File: src/rate_filter_pkg.sv
package rate_filter_pkg;

  // Register byte offsets
  localparam logic [3:0] CMD_OFFSET = 4'h0;
  localparam logic [3:0] RATE_CFG_OFFSET = 4'h4;
  localparam logic [3:0] STATUS_OFFSET = 4'h8;
  localparam logic [3:0] RESULT_OFFSET = 4'hc;

  // Field positions
  localparam int RATE_LSB = 0;
  localparam int FILTER_BIT = 4;
  localparam int CLK_SEL_BIT = 5;
  localparam int CMD_RESET_BIT = 0;

  // Reset values
  localparam logic [7:0] RATE_CFG_RESET = 8'h00;

  // Timing counts
  localparam int MOD_DIV = 16;
  localparam int SINC3_WARMUP = 3;

  // Widths
  localparam int OSR_W = 17;
  localparam int ACC_W = 3 * OSR_W + 1;
  localparam int RES_W = 32;

  // Bus answers
  localparam logic [1:0] RESP_OKAY = 2'h0;
  localparam logic [1:0] RESP_SLVERR = 2'h2;

  // One conversion result
  typedef struct packed {
    logic sinc3;
    logic [3:0] rate_code;
    logic [RES_W-1:0] value;
  } result_s;

  // Modulator clocks per result, the same for both filter types
  function automatic logic [OSR_W-1:0] osr_of(input logic [3:0] code);
    logic [OSR_W-1:0] r;
    r = 17'h00040;
    unique case (code)
      4'h0: r = 17'h19000;
      4'h1: r = 17'h0c800;
      4'h2: r = 17'h06400;
      4'h3: r = 17'h03c00;
      4'h4: r = 17'h03200;
      4'h5: r = 17'h01400;
      4'h6: r = 17'h010a8;
      4'h7: r = 17'h00a00;
      4'h8: r = 17'h00500;
      4'h9: r = 17'h00280;
      4'ha: r = 17'h00140;
      4'hb: r = 17'h00100;
      4'hc: r = 17'h00080;
      4'hd: r = 17'h00040;
      default: r = 17'h00040;
    endcase
    return r;
  endfunction : osr_of

endpackage : rate_filter_pkg

File: src/rate_filter.sv
// Chosen here: the AXI4-Lite register port.
`timescale 1ns/1ns
// How it works
// - Config clock-select bit picks internal oscillator or external clock as system clock.
// - After power-up the internal oscillator is used until software selects external.
// - Pin reset or reset command returns clock selection to internal.
// - Modulator clock is selected system clock divided by sixteen.
// - One filter-type bit selects sinc3 or low-latency filter.
// - Modulator clocks per result depend on rate code only, not filter.
// - Rate codes 0000 to 0110 map to ratios 102400 down to 4264.
// - Rate codes 0111 to 1101 map to ratios 2560 down to 64.
// - Ratio equals modulator rate over output rate; nominal at 4.096 MHz.
// - Low-latency filter is an FIR giving a settled result each period.
// - Low-latency at 2.5, 5, 10, 20 SPS rejects both line frequencies.
// - Low-latency notches 50 Hz at 16.6 and 50 SPS, 60 Hz at 60 SPS.
// - Low-latency bandwidth rises with rate, 1.1 Hz up to 718 Hz.
// - Rate, conversion time and notches scale with the applied system clock.
// - Sinc3 output data carries three conversion cycles of latency.
module rate_filter (
  // Clock and reset
  input wire logic aclk,
  input wire logic aresetn,
  // System clock ticks, one-cycle enables
  input wire logic int_osc_tick,
  input wire logic ext_clk_tick,
  // Modulator bitstream
  input wire logic mod_bit,
  output logic mod_clk_en,
  // Result stream to serial host side
  output rate_filter_pkg::result_s out_data,
  output logic out_valid,
  input wire logic out_ready,
  // AXI4-Lite write address
  input wire logic [3:0] s_axi_awaddr,
  input wire logic s_axi_awvalid,
  output logic s_axi_awready,
  // AXI4-Lite write data
  input wire logic [31:0] s_axi_wdata,
  input wire logic [3:0] s_axi_wstrb,
  input wire logic s_axi_wvalid,
  output logic s_axi_wready,
  // AXI4-Lite write response
  output logic [1:0] s_axi_bresp,
  output logic s_axi_bvalid,
  input wire logic s_axi_bready,
  // AXI4-Lite read address
  input wire logic [3:0] s_axi_araddr,
  input wire logic s_axi_arvalid,
  output logic s_axi_arready,
  // AXI4-Lite read data
  output logic [31:0] s_axi_rdata,
  output logic [1:0] s_axi_rresp,
  output logic s_axi_rvalid,
  input wire logic s_axi_rready
);

  localparam int ACC_W = rate_filter_pkg::ACC_W;
  localparam int OSR_W = rate_filter_pkg::OSR_W;

  // Bus state
  logic aw_held_reg, aw_held_next, w_held_reg, w_held_next, w_strb0_reg, w_strb0_next;
  logic awready_reg, awready_next, wready_reg, wready_next, arready_reg, arready_next;
  logic bvalid_reg, bvalid_next, rvalid_reg, rvalid_next, soft_rst_reg, soft_rst_next;
  logic [1:0] bresp_reg, bresp_next, rresp_reg, rresp_next;
  logic [3:0] aw_addr_reg, aw_addr_next;
  logic [31:0] w_data_reg, w_data_next, rdata_reg, rdata_next;
  logic [7:0] cfg_reg, cfg_next;

  // Clock state
  logic [3:0] div_reg, div_next;
  logic mod_en_reg, mod_en_next;

  // Filter state
  logic [ACC_W-1:0] i1_reg, i1_next, i2_reg, i2_next, i3_reg, i3_next;
  logic [ACC_W-1:0] d1_reg, d1_next, d2_reg, d2_next, d3_reg, d3_next;
  logic [OSR_W-1:0] ones_reg, ones_next, cnt_reg, cnt_next;
  logic [1:0] warm_reg, warm_next;
  logic pend_reg, pend_next;
  rate_filter_pkg::result_s pend_data_reg, pend_data_next, last_reg, last_next;
  logic [7:0] cfg_seen_reg, cfg_seen_next;

  // Buffer state
  rate_filter_pkg::result_s head_reg, head_next, spare_reg, spare_next;
  logic head_v_reg, head_v_next, spare_v_reg, spare_v_next;

  logic filt_rst, buf_in_ready, buf_push, sinc3_sel, clk_ext_sel;
  logic [3:0] rate_code;

  assign rate_code = cfg_reg[rate_filter_pkg::RATE_LSB +: 4];
  assign sinc3_sel = cfg_reg[rate_filter_pkg::FILTER_BIT];
  assign clk_ext_sel = cfg_reg[rate_filter_pkg::CLK_SEL_BIT];
  // Filter restarts on any reset or configuration change
  assign filt_rst = soft_rst_reg || (cfg_seen_reg != cfg_reg);
  assign buf_in_ready = !spare_v_reg;
  assign buf_push = pend_reg && buf_in_ready;

  // Register bus next state
  always_comb begin
    logic do_wr;
    logic do_rd;
    do_wr = 1'b0;
    do_rd = 1'b0;
    aw_held_next = aw_held_reg;
    aw_addr_next = aw_addr_reg;
    w_held_next = w_held_reg;
    w_data_next = w_data_reg;
    w_strb0_next = w_strb0_reg;
    bvalid_next = bvalid_reg;
    bresp_next = bresp_reg;
    rvalid_next = rvalid_reg;
    rresp_next = rresp_reg;
    rdata_next = rdata_reg;
    cfg_next = cfg_reg;
    soft_rst_next = 1'b0;
    if (s_axi_awvalid && awready_reg) begin
      aw_held_next = 1'b1;
      aw_addr_next = s_axi_awaddr;
    end
    if (s_axi_wvalid && wready_reg) begin
      w_held_next = 1'b1;
      w_data_next = s_axi_wdata;
      w_strb0_next = s_axi_wstrb[0];
    end
    if (bvalid_reg && s_axi_bready) begin
      bvalid_next = 1'b0;
    end
    // Write once both halves are held
    if (aw_held_reg && w_held_reg && !bvalid_reg) begin
      do_wr = 1'b1;
      aw_held_next = 1'b0;
      w_held_next = 1'b0;
      bvalid_next = 1'b1;
      bresp_next = rate_filter_pkg::RESP_OKAY;
      unique case (aw_addr_reg)
        rate_filter_pkg::RATE_CFG_OFFSET: begin
          if (w_strb0_reg) begin
            cfg_next = w_data_reg[7:0];
          end
        end
        rate_filter_pkg::CMD_OFFSET: begin
          if (w_strb0_reg && w_data_reg[rate_filter_pkg::CMD_RESET_BIT]) begin
            soft_rst_next = 1'b1;
          end
        end
        rate_filter_pkg::STATUS_OFFSET, rate_filter_pkg::RESULT_OFFSET: begin
          bresp_next = rate_filter_pkg::RESP_OKAY;
        end
        default: bresp_next = rate_filter_pkg::RESP_SLVERR;
      endcase
    end
    if (soft_rst_reg) begin
      cfg_next = rate_filter_pkg::RATE_CFG_RESET;
    end
    if (rvalid_reg && s_axi_rready) begin
      rvalid_next = 1'b0;
    end
    if (s_axi_arvalid && arready_reg) begin
      do_rd = 1'b1;
      rvalid_next = 1'b1;
      rresp_next = rate_filter_pkg::RESP_OKAY;
      unique case (s_axi_araddr)
        rate_filter_pkg::CMD_OFFSET: rdata_next = 32'h0000_0000;
        rate_filter_pkg::RATE_CFG_OFFSET: rdata_next = {24'h00_0000, cfg_reg};
        rate_filter_pkg::STATUS_OFFSET: begin
          rdata_next = {24'h00_0000, warm_reg, pend_reg, spare_v_reg, head_v_reg,
                        clk_ext_sel, sinc3_sel, mod_en_reg};
        end
        rate_filter_pkg::RESULT_OFFSET: rdata_next = last_reg.value;
        default: begin
          rdata_next = 32'h0000_0000;
          rresp_next = rate_filter_pkg::RESP_SLVERR;
        end
      endcase
    end
    // One transfer each way at a time
    awready_next = !aw_held_next && !bvalid_next && !do_wr;
    wready_next = !w_held_next && !bvalid_next && !do_wr;
    arready_next = !rvalid_next && !do_rd;
  end

  // Register bus flops
  always_ff @(posedge aclk) begin
    if (!aresetn) begin
      aw_held_reg <= 1'b0;
      aw_addr_reg <= 4'h0;
      w_held_reg <= 1'b0;
      w_data_reg <= 32'h0000_0000;
      w_strb0_reg <= 1'b0;
      awready_reg <= 1'b0;
      wready_reg <= 1'b0;
      bvalid_reg <= 1'b0;
      bresp_reg <= 2'h0;
      arready_reg <= 1'b0;
      rvalid_reg <= 1'b0;
      rresp_reg <= 2'h0;
      rdata_reg <= 32'h0000_0000;
      cfg_reg <= rate_filter_pkg::RATE_CFG_RESET;
      soft_rst_reg <= 1'b0;
    end else begin
      aw_held_reg <= aw_held_next;
      aw_addr_reg <= aw_addr_next;
      w_held_reg <= w_held_next;
      w_data_reg <= w_data_next;
      w_strb0_reg <= w_strb0_next;
      awready_reg <= awready_next;
      wready_reg <= wready_next;
      bvalid_reg <= bvalid_next;
      bresp_reg <= bresp_next;
      arready_reg <= arready_next;
      rvalid_reg <= rvalid_next;
      rresp_reg <= rresp_next;
      rdata_reg <= rdata_next;
      cfg_reg <= cfg_next;
      soft_rst_reg <= soft_rst_next;
    end
  end

  // Modulator clock divider
  always_comb begin
    logic sys_tick;
    sys_tick = clk_ext_sel ? ext_clk_tick : int_osc_tick;
    div_next = div_reg;
    mod_en_next = 1'b0;
    if (filt_rst) begin
      div_next = 4'h0;
    end else if (sys_tick) begin
      if (div_reg == 4'(rate_filter_pkg::MOD_DIV - 1)) begin
        div_next = 4'h0;
        mod_en_next = 1'b1;
      end else begin
        div_next = div_reg + 4'h1;
      end
    end
  end

  // Divider flops
  always_ff @(posedge aclk) begin
    if (!aresetn) begin
      div_reg <= 4'h0;
      mod_en_reg <= 1'b0;
    end else begin
      div_reg <= div_next;
      mod_en_reg <= mod_en_next;
    end
  end

  // Decimation filters
  always_comb begin
    logic [ACC_W-1:0] x;
    logic [ACC_W-1:0] c1, c2, c3;
    logic [OSR_W-1:0] osr;
    x = {{(ACC_W-1){1'b0}}, mod_bit};
    osr = rate_filter_pkg::osr_of(rate_code);
    c1 = i3_reg - d1_reg;
    c2 = c1 - d2_reg;
    c3 = c2 - d3_reg;
    i1_next = i1_reg;
    i2_next = i2_reg;
    i3_next = i3_reg;
    d1_next = d1_reg;
    d2_next = d2_reg;
    d3_next = d3_reg;
    ones_next = ones_reg;
    cnt_next = cnt_reg;
    warm_next = warm_reg;
    pend_next = pend_reg && !buf_push;
    pend_data_next = pend_data_reg;
    last_next = last_reg;
    cfg_seen_next = cfg_reg;
    if (filt_rst) begin
      i1_next = '0;
      i2_next = '0;
      i3_next = '0;
      d1_next = '0;
      d2_next = '0;
      d3_next = '0;
      ones_next = '0;
      cnt_next = '0;
      warm_next = 2'h0;
      pend_next = 1'b0;
    end else if (mod_en_reg && !pend_reg) begin
      // both paths run, select picks output
      i1_next = i1_reg + x;
      i2_next = i2_reg + i1_reg + x;
      i3_next = i3_reg + i2_reg + i1_reg + x;
      ones_next = ones_reg + OSR_W'(mod_bit);
      cnt_next = cnt_reg + 1'b1;
      if (cnt_reg == osr - 1'b1) begin
        cnt_next = '0;
        ones_next = '0;
        d1_next = i3_reg;
        d2_next = c1;
        d3_next = c2;
        if (sinc3_sel) begin
          // hold off until three periods filled
          if (warm_reg == 2'(rate_filter_pkg::SINC3_WARMUP - 1)) begin
            pend_next = 1'b1;
          end else begin
            warm_next = warm_reg + 2'h1;
          end
          pend_data_next = {1'b1, rate_code, c3[ACC_W-1 -: rate_filter_pkg::RES_W]};
        end else begin
          pend_next = 1'b1;
          pend_data_next = {1'b0, rate_code,
                            {(rate_filter_pkg::RES_W-OSR_W){1'b0}}, ones_reg + OSR_W'(mod_bit)};
        end
      end
    end
    if (buf_push) begin
      last_next = pend_data_reg;
    end
  end

  // Filter flops
  always_ff @(posedge aclk) begin
    if (!aresetn) begin
      i1_reg <= '0;
      i2_reg <= '0;
      i3_reg <= '0;
      d1_reg <= '0;
      d2_reg <= '0;
      d3_reg <= '0;
      ones_reg <= '0;
      cnt_reg <= '0;
      warm_reg <= 2'h0;
      pend_reg <= 1'b0;
      pend_data_reg <= '0;
      last_reg <= '0;
      cfg_seen_reg <= rate_filter_pkg::RATE_CFG_RESET;
    end else begin
      i1_reg <= i1_next;
      i2_reg <= i2_next;
      i3_reg <= i3_next;
      d1_reg <= d1_next;
      d2_reg <= d2_next;
      d3_reg <= d3_next;
      ones_reg <= ones_next;
      cnt_reg <= cnt_next;
      warm_reg <= warm_next;
      pend_reg <= pend_next;
      pend_data_reg <= pend_data_next;
      last_reg <= last_next;
      cfg_seen_reg <= cfg_seen_next;
    end
  end

  // Two-entry result buffer
  always_comb begin
    logic pop;
    pop = head_v_reg && out_ready;
    head_next = head_reg;
    spare_next = spare_reg;
    head_v_next = head_v_reg;
    spare_v_next = spare_v_reg;
    if (pop) begin
      if (spare_v_reg) begin
        head_next = spare_reg;
        spare_v_next = 1'b0;
      end else begin
        head_v_next = 1'b0;
      end
    end
    if (buf_push) begin
      if (!head_v_next) begin
        head_next = pend_data_reg;
        head_v_next = 1'b1;
      end else begin
        spare_next = pend_data_reg;
        spare_v_next = 1'b1;
      end
    end
  end

  // Buffer flops
  always_ff @(posedge aclk) begin
    if (!aresetn || soft_rst_reg) begin
      head_reg <= '0;
      spare_reg <= '0;
      head_v_reg <= 1'b0;
      spare_v_reg <= 1'b0;
    end else begin
      head_reg <= head_next;
      spare_reg <= spare_next;
      head_v_reg <= head_v_next;
      spare_v_reg <= spare_v_next;
    end
  end

  // Outputs straight from flops
  assign mod_clk_en = mod_en_reg;
  assign out_data = head_reg;
  assign out_valid = head_v_reg;
  assign s_axi_awready = awready_reg;
  assign s_axi_wready = wready_reg;
  assign s_axi_bvalid = bvalid_reg;
  assign s_axi_bresp = bresp_reg;
  assign s_axi_arready = arready_reg;
  assign s_axi_rvalid = rvalid_reg;
  assign s_axi_rresp = rresp_reg;
  assign s_axi_rdata = rdata_reg;

endmodule : rate_filter

File: config.mk
export PLATFORM = sky130hd
export DESIGN_NAME = rate_filter
export DESIGN_NICKNAME = d
export VERILOG_FILES = /design/src/rate_filter_pkg.sv /design/src/rate_filter.sv
export SDC_FILE = /design/constraint.sdc
export NUM_CORES = 2
export LEC_CHECK = 0
export ABC_AREA = 1
export BUFFER_PORTS_ARGS = -buffer_cell sky130_fd_sc_hd__buf_2
export CAP_MARGIN = 10
export CORE_MARGIN = 4
export CORE_UTILIZATION = 50
export CTS_CLUSTER_SIZE = 14
export DETAILED_ROUTE_END_ITERATION = 10
export PLACE_DENSITY = 0.66
export SLEW_MARGIN = 20
export SYNTH_ARGS = -nofsm -noshare
export SYNTH_HDL_FRONTEND = slang
export SYNTH_SLANG_ARGS = --single-unit
File: constraint.sdc
create_clock -name aclk -period 6.3 [get_ports aclk]
set_input_delay 0.315 -clock aclk [delete_from_list [all_inputs] [get_ports aclk]]
set_output_delay 0.315 -clock aclk [all_outputs]
set_load 0.01 [all_outputs]
==> impl_metrics.tcl <==
set metrics [dict create \
    outcome "completed" \
    diodes 0 \
    antenna_found_initial 0 \
    fmax_ghz 0.166 \
    seq_area_frac_synth 0.297 \
    htreeDepth 3 \
    numCtsBuffers 69 \
    cp-end-kind "flip-flop" \
    ant_nets 0 \
    cp.arrival_ns 6.54 \
    cpPeakStageDelay_ns 0.49 \
    r2r_setup_slack_ns 0.26 \
    timing.rr.end "pend_data_reg[30]$_SDFFE_PN0P_" \
    setup_viol 0 \
    numPlacedInstances 6904 \
    path_clk_slew_ns 0.06 \
    die_x_um 288 \
    synth_cell_types 62 \
    area_growth_pct 13.2 \
    nets 6341 \
    rr_worst_depth 31 \
    synth_top_area_cell "dfxtp_1" \
    hold-worst-slack_ns 0.0845 \
    grt_pass1_vias 35200 \
    hp-class "in -> reg" \
    r2r_start "d1_reg[3]$_SDFFE_PP0P_" \
    core-area_um2 77600 \
    ys_ff_latch 582 \
    dr.pass1.iters 5 \
    vias 37700 \
    max_slew.worst_pin.slew_ns 1.10 \
    leakagePower_nw 21.1 \
    crit_path_top_delay_cell "or3b_2" \
    period_minus_slack_ns 6.04 \
    clock-sinks 582 \
    post-route-util 0.573 \
    drv_cap 0 \
    synth-edff-count 0 \
    avgSynthCellArea_um2 6.77 \
    vias_per_cell 5.35 \
    fillCellCount 7654 \
    place_congestion 0.958 \
    async_flop_share 0 \
    critPathCapture "pend_data_reg[30]$_SDFFE_PN0P_" \
    drt_wl_total_um 114000 \
    cts_root_buf "clkbuf_16" \
    fin_skew_ns 0.0572 \
    grt_setup_unrepaired "yes" \
    finalNonFillerCells 7053 \
    cp-startpoint "d1_reg[3]$_SDFFE_PP0P_" \
    synth.top_cell.area_share 0.297 \
    dieArea_um2 83100 \
    routedWlPerCell_um 16.1 \
    drc_errors 0 \
    syn-cell-area_um2 39300 \
    yosys_warnings 0 \
    syn_inst 5802 \
    crit_fanout 5 \
    p_total_w 0.00820 \
    postLayoutSetupSlackWorst_ns 0.260 \
    grt_first_pass_wirelength_um 181000 \
    slew_headroom 0.266 \
    grt.overflow.total 0 \
    dp_hpwl_um 87200 \
    pre_cts_slack_ns 0.0865 \
    grt_usage 0.265 \
    synth.area.top_cells "dfxtp_1 30%, nand2_1 10%, ha_1 8.5%" \
    insertion_delay_ns 0.64 \
    synth_ff_type "dfxtp_1" \
    rows 102 \
    drive_above_1_share 0.0870 \
    period_share 0.959 \
    finalHoldViolCount 0 \
    grt_max_degree 109 \
    maxSlewViolCount 0 \
    ios 135 \
    critical_path_required_ns 6.80 \
    p_per_area_nw_per_um2 184 \
    drt_iter0_markers 2597 \
    final_cell_mix "1049 x nand2_1, 869 x inv_1, 631 x nor2_1" \
    dieHeight_um 288 \
    clockBufferDepth 3 \
    final_common_cell "nand2_1" \
    worstSetupPathType "reg -> reg" \
    port-buffer-count 105 \
    cts_tree "built" \
    start_util 0.506 \
    vdd_drop_max_uv 182 \
    cp-start-kind "flip-flop" \
]
==> synthesized netlist by cell type, drive strengths merged, types with 4 or more instances <==
| cell | number |
|---|---|
| nand2 | 1069 |
| inv | 881 |
| nor2 | 659 |
| o21ai | 605 |
| a21oi | 592 |
| dfxtp | 582 |
| ha | 268 |
| nand3 | 201 |
| xor2 | 140 |
| clkbuf | 106 |
| xnor2 | 80 |
| a31oi | 79 |
| nor3 | 75 |
| o211ai | 57 |
| fa | 56 |
| buf | 43 |
| nand4 | 39 |
| a21o | 36 |
| or2 | 36 |
| o21bai | 33 |
| o21a | 24 |
| nor4 | 19 |
| a211oi | 17 |
| o22ai | 12 |
| a21boi | 11 |
| a221oi | 10 |
| o31ai | 10 |
| mux2i | 9 |
| a311oi | 8 |
| clkinv | 6 |
| nand3b | 6 |
| o2111ai | 6 |
| o221ai | 5 |
| a31o | 4 |
| and2 | 4 |
| and3 | 4 |
==> logic make-up (layout without fill, tap and decap cells) <==
kind of cell             after synthesis  after routing  share of synthesized area
flip-flops                           582            582                      0.297
buffers and inverters               1036           1246                      0.102
XOR/XNOR                             220            220                     0.0491
AND/OR/NAND/NOR                     2116           2116                      0.223
multiplexers                           9              9                    0.00229
adder cells (fa/ha/maj)              324            324                      0.114
other                                  1              2                  0.0000955
AO/OA/AOI/OAI                       1514           1514                      0.213
==> critical path: cells and delay by family (launching register included) <==
kind,cells,cell delay [ns]
adders and majority gates,3,1.05
DFF,1,0.30
AOI/OAI and AO/OA,11,1.92
xor gates and xnor gates,2,0.40
buffers and inverters,7,0.86
and+or+nand+nor,8,1.38
==> what timing repair did <==
action,4_1_cts,5_1_grt
setup endpoints to repair,0,29
setup buffers,0,9
hold endpoints to repair,16,0
gates resized for setup,0,100
hold buffers,17,0
==> layer usage <==
metal | routed length [um] | GRT usage
met4 | 4600 | 0.0992
met3 | 4070 | 0.0247
met5 | 0 | 0
met1 | 52700 | 0.355
met2 | 52200 | 0.445
==> area by class of cell <==
type	instances	area [um^2]	area share
well taps	1040	1300	0.0293
repair buffers	237	1600	0.0361
clock inverters	26	508	0.0114
inverters	887	3330	0.0750
multi-input cells	4185	24100	0.541
clock buffers	96	2000	0.0449
flip-flops and latches	582	11700	0.262
==> stage by stage <==
step,TNS [ns],instance area [um^2]
final,0,44500
after global routing,-0.265,44500
after CTS,0,44000
after detailed placement,0,41300
after global placement,0,41300
after floorplan,0,39300
==> worst min path at each step <==
stage,from,endpoint,slack [ns],cells past startpoint
after floorplan,cfg_reg[2]$_SDFFE_PP0P_,cfg_seen_reg[2]$_SDFF_PN0_,0.42,2
after detailed placement,spare_reg[8]$_SDFFE_PP0P_,spare_reg[8]$_SDFFE_PP0P_,0.44,2
after global placement,spare_reg[2]$_SDFFE_PP0P_,spare_reg[2]$_SDFFE_PP0P_,0.44,2
after global routing,s_axi_wstrb[0],w_strb0_reg$_SDFFE_PN0P_,0.09,3
after CTS,s_axi_wstrb[0],w_strb0_reg$_SDFFE_PN0P_,0.04,3
final,s_axi_wstrb[0],w_strb0_reg$_SDFFE_PN0P_,0.08,3
==> where the power goes <==
part,internal (W),switching [W]
registers,0.00370,0.0000102
clock network,0.00259,0.00173
logic,0.0000473,0.000122
No activity file was read; power rests on OpenSTA's default activity.
